[src/rtl/lacc_defines.svh]
`ifndef LACC_DEFINES_SVH
`define LACC_DEFINES_SVH
// Behaviour
// - Unfiltered load reading refreshes once per full step so a stall is seen in time.
// - With filter enabled, reading is the average of four consecutive measurements.
// - Load reading is 10-bit unsigned; lower value means higher load.
// - Lower threshold zero disables adaptive control; else raise current below threshold*32.
// - Upper threshold is (lower+hysteresis+1)*32; lower current after enough readings there.
// - Each reading below lower threshold adds 1, 2, 4 or 8 to the scale.
// - Scale drops by one after 32, 8, 2 or 1 readings at or above upper.
// - Adaptive control never drops scale below half or quarter of run current.
// - Readable 5-bit present scale, bounded by run current and selected minimum under adaptive control; otherwise run or hold current.
// - Filter cuts measurement rate and regulation speed by four.
// - Adaptive control only between velocity thresholds; otherwise run or hold current.
// - Signed sensitivity offsets the reading; higher values reduce sensitivity.

// Register offsets (byte addresses)
`define LACC_OFS_CTRL     8'h00
`define LACC_OFS_CURRENT  8'h04
`define LACC_OFS_VLOW     8'h08
`define LACC_OFS_UPPER_VELOCITY_THRESHOLD    8'h0c
`define LACC_OFS_STATUS   8'h10
`define LACC_OFS_IRQ_STS  8'h14
`define LACC_OFS_IRQ_MASK 8'h18

// Control register fields
`define LACC_CTRL_LOWER_LSB 0
`define LACC_CTRL_HYST_LSB  4
`define LACC_CTRL_INC_LSB   8
`define LACC_CTRL_DEC_LSB   10
`define LACC_CTRL_MIN_BIT   12
`define LACC_CTRL_FILT_BIT  13
`define LACC_CTRL_SENS_LSB  16

// Current register fields
`define LACC_CUR_RUN_LSB  0
`define LACC_CUR_HOLD_LSB 8

// Status register fields
`define LACC_STAT_SCALE_LSB 16
`define LACC_STAT_ACT_BIT   24

// Interrupt bits
`define LACC_IRQ_NEW   0
`define LACC_IRQ_STALL 1
`define LACC_IRQ_RAISE 2
`define LACC_IRQ_LOWER 3
`define LACC_IRQ_W     4

// Reset values
`define LACC_RST_RUN  5'h1f
`define LACC_RST_HOLD 5'h08

// Threshold scale (shift by 5 = times 32), sensitivity shift (times 16)
`define LACC_THR_SHIFT 5
`define LACC_SENS_SHIFT 4
`endif

[src/rtl/lacc_pkg.sv]
package lacc_pkg;
  typedef struct packed {
    logic signed [6:0] sens;
    logic              filt;
    logic              min_sel;
    logic [1:0]        dec;
    logic [1:0]        inc;
    logic [3:0]        hyst;
    logic [3:0]        lower;
  } lacc_cfg_s;

  typedef struct packed {
    logic       valid;
    logic [9:0] data;
  } lacc_meas_s;

  typedef enum logic {
    LACC_FIXED,
    LACC_ADAPT
  } lacc_state_e;
endpackage

[src/rtl/lacc_load_filter.sv]
`timescale 1ns/1ps
module lacc_load_filter #(
  parameter int DW       = 10,
  parameter int TAPS_LOG = 2
) (
  input  wire logic                clk_i,
  input  wire logic                reset_n_i,
  input  wire logic                en_i,
  input  wire lacc_pkg::lacc_meas_s in_i,
  output lacc_pkg::lacc_meas_s     out_o
);
  logic [DW+TAPS_LOG-1:0] acc_q;
  logic [DW+TAPS_LOG-1:0] acc_d;
  logic [DW+TAPS_LOG-1:0] acc_sum;
  logic [TAPS_LOG-1:0]    cnt_q;
  logic [TAPS_LOG-1:0]    cnt_d;
  lacc_pkg::lacc_meas_s   out_q;
  lacc_pkg::lacc_meas_s   out_d;

  always_comb
  begin
    acc_sum = acc_q + (DW+TAPS_LOG)'(in_i.data);
    acc_d   = acc_q;
    cnt_d   = cnt_q;
    out_d   = '{valid: 1'b0, data: out_q.data};
    if (in_i.valid)
    begin
      if (!en_i)
      begin
        out_d = in_i;
        acc_d = '0;
        cnt_d = '0;
      end
      else if (&cnt_q)
      begin
        // Average by dropping the low bits: cheaper than a divider
        out_d = '{valid: 1'b1, data: acc_sum[DW+TAPS_LOG-1:TAPS_LOG]};
        acc_d = '0;
        cnt_d = '0;
      end
      else
      begin
        acc_d = acc_sum;
        cnt_d = cnt_q + 1'b1;
      end
    end
  end

  always_ff @(posedge clk_i)
  begin
    if (!reset_n_i)
    begin
      acc_q <= '0;
      cnt_q <= '0;
      out_q <= '0;
    end
    else
    begin
      acc_q <= acc_d;
      cnt_q <= cnt_d;
      out_q <= out_d;
    end
  end

  assign out_o = out_q;
endmodule

[src/rtl/lacc_top.sv]
// Strobed register access and the placing of the registers were chosen for this implementation.
`timescale 1ns/1ps
`include "lacc_defines.svh"
module lacc_top #(
  parameter int VEL_W = 20
) (
  input  wire logic             clk_i,
  input  wire logic             reset_n_i,
  input  wire logic [7:0]       addr_i,
  input  wire logic [31:0]      wdata_i,
  input  wire logic             wr_i,
  input  wire logic             rd_i,
  output logic      [31:0]      rd_data_o,
  input  wire logic             fullstep_i,
  input  wire logic [9:0]       raw_load_i,
  input  wire logic [VEL_W-1:0] velocity_i,
  input  wire logic             standstill_i,
  output logic      [4:0]       current_scale_o,
  output logic      [9:0]       load_reading_o,
  output logic                  irq_o
);
  // ---------------------------------------------------------------
  // Register state
  // ---------------------------------------------------------------
  lacc_pkg::lacc_cfg_s     cfg_q;
  lacc_pkg::lacc_cfg_s     cfg_d;
  logic [4:0]              run_q;
  logic [4:0]              run_d;
  logic [4:0]              hold_q;
  logic [4:0]              hold_d;
  logic [VEL_W-1:0]        vlow_q;
  logic [VEL_W-1:0]        vlow_d;
  logic [VEL_W-1:0]        upper_velocity_threshold_q;
  logic [VEL_W-1:0]        upper_velocity_threshold_d;
  logic [`LACC_IRQ_W-1:0]  sts_q;
  logic [`LACC_IRQ_W-1:0]  sts_d;
  logic [`LACC_IRQ_W-1:0]  mask_q;
  logic [`LACC_IRQ_W-1:0]  mask_d;
  logic [`LACC_IRQ_W-1:0]  ev;
  logic [31:0]             rdata_q;
  logic [31:0]             rdata_d;
  logic                    irq_q;
  logic                    irq_d;

  // ---------------------------------------------------------------
  // Regulator state
  // ---------------------------------------------------------------
  lacc_pkg::lacc_state_e   state_q;
  lacc_pkg::lacc_state_e   state_d;
  logic [4:0]              scale_q;
  logic [4:0]              scale_d;
  logic [5:0]              cnt_q;
  logic [5:0]              cnt_d;
  logic [9:0]              load_q;
  logic [9:0]              load_d;

  // ---------------------------------------------------------------
  // Sensitivity offset and filter
  // ---------------------------------------------------------------
  logic signed [12:0]      adj_sum;
  lacc_pkg::lacc_meas_s    meas;
  lacc_pkg::lacc_meas_s    filt;

  always_comb
  begin
    // Higher sensitivity setting lifts the reading, so more torque is needed to reach zero
    adj_sum = $signed({3'h0, raw_load_i})
            + $signed({{2{cfg_q.sens[6]}}, cfg_q.sens, 4'h0});
    meas.valid = fullstep_i;
    if (adj_sum < 13'sh0000)
      meas.data = 10'h000;
    else if (adj_sum > 13'sh03ff)
      meas.data = 10'h3ff;
    else
      meas.data = adj_sum[9:0];
  end

  lacc_load_filter #(
    .DW       (10),
    .TAPS_LOG (2)
  ) u_filter (
    .clk_i     (clk_i),
    .reset_n_i (reset_n_i),
    .en_i      (cfg_q.filt),
    .in_i      (meas),
    .out_o     (filt)
  );

  // ---------------------------------------------------------------
  // Thresholds and limits
  // ---------------------------------------------------------------
  logic [10:0] lower_thr;
  logic [10:0] upper_thr;
  logic [4:0]  inc_amt;
  logic [5:0]  need_cnt;
  logic [4:0]  min_scale;
  logic [4:0]  fixed_scale;
  logic        in_range;
  logic        active;
  logic        below;
  logic        above;
  logic [5:0]  inc_sum;

  always_comb
  begin
    lower_thr = {2'h0, cfg_q.lower, 5'h00};
    upper_thr = {1'b0, 5'(cfg_q.lower) + 5'(cfg_q.hyst) + 5'h01, 5'h00};
    inc_amt   = 5'(5'h01 << cfg_q.inc);
    unique case (cfg_q.dec)
      2'h0: need_cnt = 6'h20;
      2'h1: need_cnt = 6'h08;
      2'h2: need_cnt = 6'h02;
      2'h3: need_cnt = 6'h01;
    endcase
    min_scale   = cfg_q.min_sel ? (run_q >> 2) : (run_q >> 1);
    fixed_scale = standstill_i ? hold_q : run_q;
    in_range    = (velocity_i >= vlow_q) && (velocity_i <= upper_velocity_threshold_q);
    active      = (cfg_q.lower != 4'h0) && in_range;
    below       = {1'b0, filt.data} < lower_thr;
    above       = {1'b0, filt.data} >= upper_thr;
    inc_sum     = {1'b0, scale_q} + {1'b0, inc_amt};
  end

  // ---------------------------------------------------------------
  // Current regulator
  // ---------------------------------------------------------------
  always_comb
  begin
    state_d   = state_q;
    scale_d   = scale_q;
    cnt_d     = cnt_q;
    load_d    = filt.valid ? filt.data : load_q;
    ev        = '0;
    ev[`LACC_IRQ_NEW]   = filt.valid;
    ev[`LACC_IRQ_STALL] = filt.valid && (filt.data == 10'h000);
    unique case (state_q)
      lacc_pkg::LACC_FIXED:
      begin
        scale_d = fixed_scale;
        cnt_d   = '0;
        if (active)
          state_d = lacc_pkg::LACC_ADAPT;
      end
      lacc_pkg::LACC_ADAPT:
      begin
        if (!active)
        begin
          state_d = lacc_pkg::LACC_FIXED;
          scale_d = fixed_scale;
          cnt_d   = '0;
        end
        else
        begin
          if (filt.valid && below)
          begin
            scale_d = (inc_sum > {1'b0, run_q}) ? run_q : inc_sum[4:0];
            cnt_d   = '0;
            ev[`LACC_IRQ_RAISE] = 1'b1;
          end
          else if (filt.valid && above)
          begin
            if (cnt_q + 6'h01 >= need_cnt)
            begin
              scale_d = (scale_q > min_scale) ? scale_q - 5'h01 : scale_q;
              cnt_d   = '0;
              ev[`LACC_IRQ_LOWER] = 1'b1;
            end
            else
              cnt_d = cnt_q + 6'h01;
          end
          else if (filt.valid)
            cnt_d = '0;
          // Settings may move under a running regulator; keep scale inside the window
          if (scale_d > run_q)
            scale_d = run_q;
          else if (scale_d < min_scale)
            scale_d = min_scale;
        end
      end
    endcase
  end

  // ---------------------------------------------------------------
  // Register bus
  // ---------------------------------------------------------------
  always_comb
  begin
    cfg_d   = cfg_q;
    run_d   = run_q;
    hold_d  = hold_q;
    vlow_d  = vlow_q;
    upper_velocity_threshold_d = upper_velocity_threshold_q;
    mask_d  = mask_q;
    sts_d   = sts_q;
    if (wr_i)
    begin
      unique case (addr_i)
        `LACC_OFS_CTRL:
        begin
          cfg_d.lower   = wdata_i[`LACC_CTRL_LOWER_LSB +: 4];
          cfg_d.hyst    = wdata_i[`LACC_CTRL_HYST_LSB +: 4];
          cfg_d.inc     = wdata_i[`LACC_CTRL_INC_LSB +: 2];
          cfg_d.dec     = wdata_i[`LACC_CTRL_DEC_LSB +: 2];
          cfg_d.min_sel = wdata_i[`LACC_CTRL_MIN_BIT];
          cfg_d.filt    = wdata_i[`LACC_CTRL_FILT_BIT];
          cfg_d.sens    = $signed(wdata_i[`LACC_CTRL_SENS_LSB +: 7]);
        end
        `LACC_OFS_CURRENT:
        begin
          run_d  = wdata_i[`LACC_CUR_RUN_LSB +: 5];
          hold_d = wdata_i[`LACC_CUR_HOLD_LSB +: 5];
        end
        `LACC_OFS_VLOW:     vlow_d  = wdata_i[VEL_W-1:0];
        `LACC_OFS_UPPER_VELOCITY_THRESHOLD:    upper_velocity_threshold_d = wdata_i[VEL_W-1:0];
        `LACC_OFS_IRQ_STS:  sts_d   = sts_q & ~wdata_i[`LACC_IRQ_W-1:0];
        `LACC_OFS_IRQ_MASK: mask_d  = wdata_i[`LACC_IRQ_W-1:0];
        default:            sts_d   = sts_q;
      endcase
    end
    // New events beat a clear in the same cycle
    sts_d = sts_d | ev;
    irq_d = |(sts_q & mask_q);

    rdata_d = 32'h0000_0000;
    if (rd_i)
    begin
      unique case (addr_i)
        `LACC_OFS_CTRL:
        begin
          rdata_d[`LACC_CTRL_LOWER_LSB +: 4] = cfg_q.lower;
          rdata_d[`LACC_CTRL_HYST_LSB +: 4]  = cfg_q.hyst;
          rdata_d[`LACC_CTRL_INC_LSB +: 2]   = cfg_q.inc;
          rdata_d[`LACC_CTRL_DEC_LSB +: 2]   = cfg_q.dec;
          rdata_d[`LACC_CTRL_MIN_BIT]        = cfg_q.min_sel;
          rdata_d[`LACC_CTRL_FILT_BIT]       = cfg_q.filt;
          rdata_d[`LACC_CTRL_SENS_LSB +: 7]  = cfg_q.sens;
        end
        `LACC_OFS_CURRENT:
        begin
          rdata_d[`LACC_CUR_RUN_LSB +: 5]  = run_q;
          rdata_d[`LACC_CUR_HOLD_LSB +: 5] = hold_q;
        end
        `LACC_OFS_VLOW:     rdata_d[VEL_W-1:0] = vlow_q;
        `LACC_OFS_UPPER_VELOCITY_THRESHOLD:    rdata_d[VEL_W-1:0] = upper_velocity_threshold_q;
        `LACC_OFS_STATUS:
        begin
          rdata_d[9:0]                        = load_q;
          rdata_d[`LACC_STAT_SCALE_LSB +: 5]  = scale_q;
          rdata_d[`LACC_STAT_ACT_BIT]         = (state_q == lacc_pkg::LACC_ADAPT);
        end
        `LACC_OFS_IRQ_STS:  rdata_d[`LACC_IRQ_W-1:0] = sts_q;
        `LACC_OFS_IRQ_MASK: rdata_d[`LACC_IRQ_W-1:0] = mask_q;
        default:            rdata_d = 32'h0000_0000;
      endcase
    end
  end

  always_ff @(posedge clk_i)
  begin
    if (!reset_n_i)
    begin
      cfg_q   <= '0;
      run_q   <= `LACC_RST_RUN;
      hold_q  <= `LACC_RST_HOLD;
      vlow_q  <= '0;
      upper_velocity_threshold_q <= '1;
      sts_q   <= '0;
      mask_q  <= '0;
      rdata_q <= 32'h0000_0000;
      irq_q   <= 1'b0;
      state_q <= lacc_pkg::LACC_FIXED;
      scale_q <= `LACC_RST_RUN;
      cnt_q   <= 6'h00;
      load_q  <= 10'h000;
    end
    else
    begin
      cfg_q   <= cfg_d;
      run_q   <= run_d;
      hold_q  <= hold_d;
      vlow_q  <= vlow_d;
      upper_velocity_threshold_q <= upper_velocity_threshold_d;
      sts_q   <= sts_d;
      mask_q  <= mask_d;
      rdata_q <= rdata_d;
      irq_q   <= irq_d;
      state_q <= state_d;
      scale_q <= scale_d;
      cnt_q   <= cnt_d;
      load_q  <= load_d;
    end
  end

  assign rd_data_o       = rdata_q;
  assign current_scale_o = scale_q;
  assign load_reading_o  = load_q;
  assign irq_o           = irq_q;
endmodule

[config.mk]
export PLATFORM = sky130hd
export DESIGN_NAME = lacc_top
export DESIGN_NICKNAME = d
export VERILOG_FILES = /design/src/rtl/lacc_pkg.sv /design/src/rtl/lacc_load_filter.sv /design/src/rtl/lacc_top.sv
export VERILOG_INCLUDE_DIRS = /design/src /design/src/rtl
export SDC_FILE = /design/constraint.sdc
export NUM_CORES = 1
export LEC_CHECK = 0
export BUFFER_PORTS_ARGS = -buffer_cell sky130_fd_sc_hd__buf_2
export CORE_ASPECT_RATIO = 1.25
export CORE_UTILIZATION = 50
export CTS_BUF_LIST = sky130_fd_sc_hd__clkbuf_4 sky130_fd_sc_hd__clkbuf_8
export DETAILED_ROUTE_END_ITERATION = 6
export GPL_TIMING_DRIVEN = 1
export PLACE_DENSITY = 0.71
export SYNTH_ARGS = -nofsm -noshare
export SYNTH_HDL_FRONTEND = slang
export SYNTH_SLANG_ARGS = --single-unit
[constraint.sdc]
create_clock -name clk_i -period 8 [get_ports clk_i]
set_clock_uncertainty 0.2 [all_clocks]
set_input_delay 1.2 -clock clk_i [delete_from_list [all_inputs] [get_ports clk_i]]
set_output_delay 1.2 -clock clk_i [all_outputs]
set_load 0.03 [all_outputs]
Yosys cells after proc, flatten, opt, wreduce, memory -nomap -nowiden
Index checks and enable logic that the tools add are counted. Widths: inputs -> output; s select.

$add $sub $neg: 8. Order comparisons: 11. Equality and inequality tests: 11. Shift operators: 1. Mux-type cells: 46. Bitwise gates (word level): 5. Reduce and logical (&&, ||, !) cells: 21.

Operators by type and width (count): $mux 5 (11); $mux 6 (5); $pmux 4 s7 (1); $eq 8x5->1 const B (3); $mux 12 (2); $pmux 3 s4 (2); $pmux 6 s4 (1); $mux 11 (2); $ge 20x20->1 (1); $le 20x20->1 (1); $mux 10 (2); $reduce_and 2->1 (9); $eq 8x4->1 const B (2); $pmux 4 s4 (1); $add 11x11->12 (1); $add 12x10->12 (1); $gt 12x11->1 const B (1); $lt 12x1->1 const B (1); $mux 4 (3); $pmux 6 s2 (1); $ge 10x10->1 (1); $logic_not 10->1 (1); $lt 10x9->1 (1); $pmux 2 s5 (1); other kinds (34) (48).

Register bits: 159. Output and inout bits: 48. Logic and storage cells: 129.

Depth between registers and ports, before layout
Depth in word-level cells: 13. Depth in mapped cells: 24. Depth with buffers taken out: 24.

Modules after synthesis
Synthesis repeated with hierarchy kept, for this count alone.

Cell total of the unflattened synthesis: 1129. Area total of the unflattened synthesis: 9308.9 µm².

Modules (own cells, without submodules): lacc_top (times used 1, cells each 949, area an instance 7767.4 µm², seq. area each 2522.4 µm²); lacc_load_filter (times used 1, cells each 180, area an instance 1541.5 µm², seq. area each 500.5 µm²).

Worst setup path after synthesis
OpenSTA, ideal clock, no wires.

Path kind: input port to flip-flop. From: in raw_load_i[4]. To: reg u_filter.acc_q[10]. Library setup time: 74 ps. Arrival time: 5207 ps. Setup slack: 2519 ps. Stages on the path: 18. Path buffers: 0. Cells stage by stage: ha_1 fa_1 a21o_1 a21oi_1 o21bai_1 or3b_2 o32ai_2 o21a_1 ha_1 nor2b_1 o21ai_0 a21boi_0 o21ai_0 a21oi_1 o21ai_1 a21oi_1 or4b_1 a31oi_1.

Longest elaborated chain between the ends: 7. Elaborated cells between the ends (all ways): 8. Those cells by class: add/sub (2); order compare (2); mux (4).

Ends and longest elaborated chain: start, declared (line lacc_top.sv:15) `input wire logic [9:0] raw_load_i,`; $add 11x11->12 * (line lacc_top.sv:68) `+ $signed({{2{cfg_q.sens[6]}}, cfg_q.sens, 4'h0});`; $gt 12x11->1 (line lacc_top.sv:72) `else if (adj_sum > 13'sh03ff)`; $mux 10 (line lacc_top.sv:72); $mux 10 * (line lacc_top.sv:70) `if (adj_sum < 13'sh0000)`; $add 12x10->12 * (line lacc_load_filter.sv:22) `acc_sum = acc_q + (DW+TAPS_LOG)'(in_i.data);`; $mux 12 * (line lacc_load_filter.sv:34) `else if (&cnt_q)`; $mux 12 * (line lacc_load_filter.sv:28) `if (!en_i)`; end signal, assigned (line lacc_load_filter.sv:53) `acc_q <= '0;`; end signal, assigned (line lacc_load_filter.sv:59) `acc_q <= acc_d;`; end, declared (line lacc_load_filter.sv:12) `logic [DW+TAPS_LOG-1:0] acc_q;`.

Mark *: on every way between the ends. The rest lies on a longest branch, timed or not. A chain may end at the register's enable or synchronous reset.

Worst setup path in the final report
Same ends and word-level chain as after synthesis.

==> results.rst <==
.. list-table::
   :header-rows: 1

   * - Metric
     - Value
   * - Status
     - finished, final reports clean
   * - Post-place instance area
     - 0.00971 mm²
   * - Total gr overflow
     - 0
   * - Setup repair after global routing missed its margin
     - no
   * - Total number of vias
     - 8333
   * - Relative slew slack
     - 24.4%
   * - Final WS setup
     - 2.37 ns
   * - # H-tree levels
     - 4
   * - Iteration count of the initial detailed-routing pass
     - 5
   * - Synth warnings
     - 0
   * - Power Density
     - 150 mW/mm²
   * - GRT Resource Usage Total
     - 27.9%
   * - Inserted Clock Buffers
     - 17
   * - Die Footprint
     - 0.0188 mm²
   * - Antenna Nets Post-Route
     - 0
   * - Initial antenna violation count
     - 1
   * - Maximum vdd drop
     - 0.119 mV
   * - Average detailed-routed wire length per instance
     - 17.8 µm
   * - Final Hold Vio Count
     - 0
   * - Multi-input gate area in the final layout
     - 0.00553 mm²
   * - DRC violation count after routing
     - 0
   * - Cell variety after synth
     - 72
   * - Proportion of synthesized chip area in sequential cells
     - 33.2%
   * - Post-Synthesis Cells
     - 1125
   * - Routability congestion estimate from global placement
     - 0.915
   * - Hold endpoint
     - vlow_q[1]
   * - R2R Path Start
     - cfg_q[14]
   * - Critical register-to-register path endpoint
     - u_filter.acc_q[10]
   * - Fin crit period
     - 5.63 ns
   * - Yosys reg bits
     - 151
   * - Portion of the clock cycle consumed by the worst path in the final layout
     - 70.4%
   * - Post-Route WL
     - 25700 µm
   * - Highest attainable clock frequency
     - 0.177 GHz
   * - CTS tree
     - yes
   * - Path category of the worst min-delay check
     - register to register
   * - Clock latency on the worst-skew pair
     - 0.48 ns
   * - Ratio of cells with drive above 1 in the final layout
     - 12.8%
   * - Area of the core
     - 0.0176 mm²
   * - Post-CTS Repair Setup Buffers
     - 0
   * - Number of flops mapped to enable cells by yosys
     - 0
   * - Die Height
     - 153 µm
   * - Startpoint kind of the worst setup timing path
     - primary input
   * - Nets@finish
     - 1379
   * - Number of buffers inserted by port buffering
     - 106
   * - Vias in the first global route
     - 7667
   * - Max-slew violations
     - 0
   * - Number of buffers added to fix hold violations after cts
     - 0
   * - Worst-path fanout max
     - 10
   * - Die Width
     - 123 µm
   * - Startpoint of the lowest-slack hold path
     - vlow_q[1]
   * - Post-synth design cell area
     - 0.00910 mm²
   * - Global-route wire length before repair
     - 40100 µm
   * - Register-to-register setup slack
     - 2.79 ns
   * - Transition time at the pin with the least slew margin
     - 1.12 ns
   * - I/O pin count
     - 124
   * - P&R area growth vs syn
     - 10.8%
   * - Violation count after the first detailed-routing iteration
     - 625
   * - Clock net sink count
     - 151
   * - Crit path kind
     - primary input to register
   * - Syn Area/Cell
     - 8.09 µm²
   * - Most frequently used flop master after synthesis
     - sky130_fd_sc_hd__dfxtp_1
   * - Critical path capture point type
     - register
   * - Sequential cell area
     - 0.00302 mm²
   * - Required time at the endpoint of the critical path
     - 8.20 ns
   * - Starting Density
     - 51.6%
   * - Clock buffer depth
     - 2
   * - Num rows
     - 54
   * - CP arrival
     - 5.83 ns
   * - Setup violators final
     - 0
   * - Number of cells on the worst reg-to-reg path
     - 18
   * - Count of instances resized after the clock tree is built
     - 0
   * - Final instance area
     - 0.0101 mm²
   * - Half-perimeter wire length of the detailed placement result
     - 19300 µm
   * - Total negative slack
     - 0 ns
   * - Proportion of register bits with asynchronous set or reset after synthesis
     - 0%
   * - CTS root buf
     - sky130_fd_sc_hd__clkbuf_8
   * - Worst setup slack before clock tree synthesis
     - 1.95 ns
   * - CTS clk-pin slew, worst paths
     - 0.08 ns
   * - Number of violations of the max-capacitance limit
     - 0
   * - Number of fill cells
     - 1705
   * - Maximum number of pins on one net before global-route repair
     - 79
   * - Leakage power summed over all cells
     - 4.46 nW
   * - Min-Delay Path Depth
     - 2
   * - Via-per-instance ratio
     - 5.79
[state kept, by name, summed over array words and instances (netlist names), 4 cells and up]
name,cells
cfg_q,21
cnt_q,6
current_scale_o,5
hold_q,5
load_reading_o,10
mask_q,4
rd_data_o,24
run_q,5
sts_q,4
u_filter.acc_q,12
u_filter.out_o,11
upper_velocity_threshold_q,20
vlow_q,20
[layout by cell type (no fill, tap or decap), types with 9 or more instances in the layout]
master	instances
sky130_fd_sc_hd__a21o_1	15
sky130_fd_sc_hd__a21oi_1	112
sky130_fd_sc_hd__a221oi_1	10
sky130_fd_sc_hd__a22oi_1	18
sky130_fd_sc_hd__and2_1	15
sky130_fd_sc_hd__and3_1	15
sky130_fd_sc_hd__buf_2	106
sky130_fd_sc_hd__clkbuf_8	19
sky130_fd_sc_hd__dfxtp_1	151
sky130_fd_sc_hd__ha_1	96
sky130_fd_sc_hd__inv_1	83
sky130_fd_sc_hd__mux2i_1	32
sky130_fd_sc_hd__nand2_1	164
sky130_fd_sc_hd__nand2b_1	11
sky130_fd_sc_hd__nand3_1	20
sky130_fd_sc_hd__nor2_1	85
sky130_fd_sc_hd__nor2b_1	17
sky130_fd_sc_hd__nor3_1	18
sky130_fd_sc_hd__o211ai_1	30
sky130_fd_sc_hd__o21a_1	10
sky130_fd_sc_hd__o21ai_0	39
sky130_fd_sc_hd__o22ai_1	12
sky130_fd_sc_hd__xnor2_1	12
sky130_fd_sc_hd__xor2_1	9
[where the power goes]
part	internal, mW	total, mW	switching [mW]
Combinational	0.0650	0.174	0.109
Clock	0.263	0.566	0.303
Sequential	0.759	0.772	0.0137
[worst max-delay path by stage]
stage	startpoint	end	slack [ns]	depth (start not counted)
5_1_grt	raw_load_i[4]	u_filter.acc_q[10]	2.14	21
3_5_place_dp	raw_load_i[4]	u_filter.acc_q[10]	1.95	19
2_1_floorplan	raw_load_i[4]	u_filter.acc_q[10]	2.52	18
4_1_cts	raw_load_i[4]	u_filter.acc_q[10]	2.45	19
3_3_place_gp	raw_load_i[4]	u_filter.acc_q[10]	2.01	19
6_report	raw_load_i[4]	u_filter.acc_q[10]	2.37	19
[layer usage]
layer,global-route usage (%),vias to the layer above,part of all wire [%]
met5,0,-,0
met4,11.2,0,2.8
met3,4.22,46,6.0
met2,46.4,275,50
met1,35.7,3911,42
li1,-,4101,-
[worst max-delay path, stage by stage]
cell	delay [ns]
sky130_fd_sc_hd__buf_2	0.10
sky130_fd_sc_hd__ha_1	0.21
sky130_fd_sc_hd__fa_1	0.40
sky130_fd_sc_hd__a21o_1	0.20
sky130_fd_sc_hd__a21oi_1	0.23
sky130_fd_sc_hd__o21bai_1	0.13
sky130_fd_sc_hd__or3b_2	0.46
sky130_fd_sc_hd__o32ai_2	0.51
sky130_fd_sc_hd__o21a_1	0.22
sky130_fd_sc_hd__ha_1	0.27
sky130_fd_sc_hd__nor2b_1	0.14
sky130_fd_sc_hd__o21ai_0	0.22
sky130_fd_sc_hd__a21boi_0	0.16
sky130_fd_sc_hd__o21ai_0	0.24
sky130_fd_sc_hd__a21oi_1	0.12
sky130_fd_sc_hd__o21ai_1	0.23
sky130_fd_sc_hd__a21oi_1	0.16
sky130_fd_sc_hd__or4b_1	0.52
sky130_fd_sc_hd__a31oi_1	0.13
[area by class of cell]
type	count	share of cell area, %
clock inverter	11	1.00
multi-input combinational	838	54.8
inverter	85	3.16
tap	224	2.78
antenna	1	0.0248
clock buffer	20	2.67
sequential	151	30.0
timing repair buffer	110	5.56
[kinds of logic after synthesis]
| kind of cell | Yosys count | synth area share, % |
|---|---|---|
| buf+inv | 143 | 6.35 |
| compound gates | 302 | 21.3 |
| xor+xnor | 21 | 2.02 |
| flops | 151 | 33.2 |
| simple gates | 371 | 18.6 |
| mux | 36 | 4.38 |
| other cells | 1 | 0.0412 |
| fa+ha+maj | 100 | 14.1 |
[cells in the mapped netlist, types with 3 or more instances]
library cell / instances / area, µm²
sky130_fd_sc_hd__o21a_1: 10 / 75.1
sky130_fd_sc_hd__o31ai_1: 4 / 30.0
sky130_fd_sc_hd__xnor2_1: 12 / 105
sky130_fd_sc_hd__a31oi_1: 6 / 37.5
sky130_fd_sc_hd__nor2_1: 85 / 319
sky130_fd_sc_hd__and3_1: 15 / 93.8
sky130_fd_sc_hd__a21oi_1: 112 / 561
sky130_fd_sc_hd__fa_1: 4 / 80.1
sky130_fd_sc_hd__clkbuf_1: 41 / 154
sky130_fd_sc_hd__nand3_1: 20 / 100
sky130_fd_sc_hd__o21ai_0: 39 / 195
sky130_fd_sc_hd__buf_4: 8 / 60.1
sky130_fd_sc_hd__dfxtp_1: 151 / 3020
sky130_fd_sc_hd__a211o_1: 4 / 35.0
sky130_fd_sc_hd__o21ai_1: 3 / 15.0
sky130_fd_sc_hd__buf_2: 3 / 15.0
sky130_fd_sc_hd__nor2b_1: 17 / 106
sky130_fd_sc_hd__nand2_1: 164 / 616
sky130_fd_sc_hd__mux4_2: 3 / 67.6
sky130_fd_sc_hd__ha_1: 96 / 1200
sky130_fd_sc_hd__nor3_1: 18 / 90.1
sky130_fd_sc_hd__a211oi_1: 8 / 60.1
sky130_fd_sc_hd__nand4_1: 6 / 37.5
sky130_fd_sc_hd__and2_1: 15 / 93.8
sky130_fd_sc_hd__xor2_1: 9 / 78.8
sky130_fd_sc_hd__a221oi_1: 10 / 87.6
sky130_fd_sc_hd__a22oi_1: 18 / 135
sky130_fd_sc_hd__buf_1: 5 / 18.8
sky130_fd_sc_hd__o22ai_1: 12 / 75.1
sky130_fd_sc_hd__o21bai_1: 3 / 22.5
sky130_fd_sc_hd__a21o_1: 15 / 113
sky130_fd_sc_hd__o211ai_1: 30 / 225
sky130_fd_sc_hd__nand2b_1: 11 / 68.8
sky130_fd_sc_hd__mux2i_1: 32 / 320
sky130_fd_sc_hd__inv_1: 83 / 312
sky130_fd_sc_hd__o221ai_1: 5 / 43.8
sky130_fd_sc_hd__nor4_1: 4 / 25.0
[metrics by stage]
step	util [%]	instances	hold slack [ns]	power [mW]
after detailed placement	55.1	1408	0.247	0.961
after global routing	57.2	1439	0.279	1.57
after CTS	57.2	1439	0.259	1.52
after floorplan	-	1132	0.236	0.900
after global placement	55.1	1408	0.243	0.959
final	57.2	1440	0.259	1.51
Power figures use the tool's default switching activity.
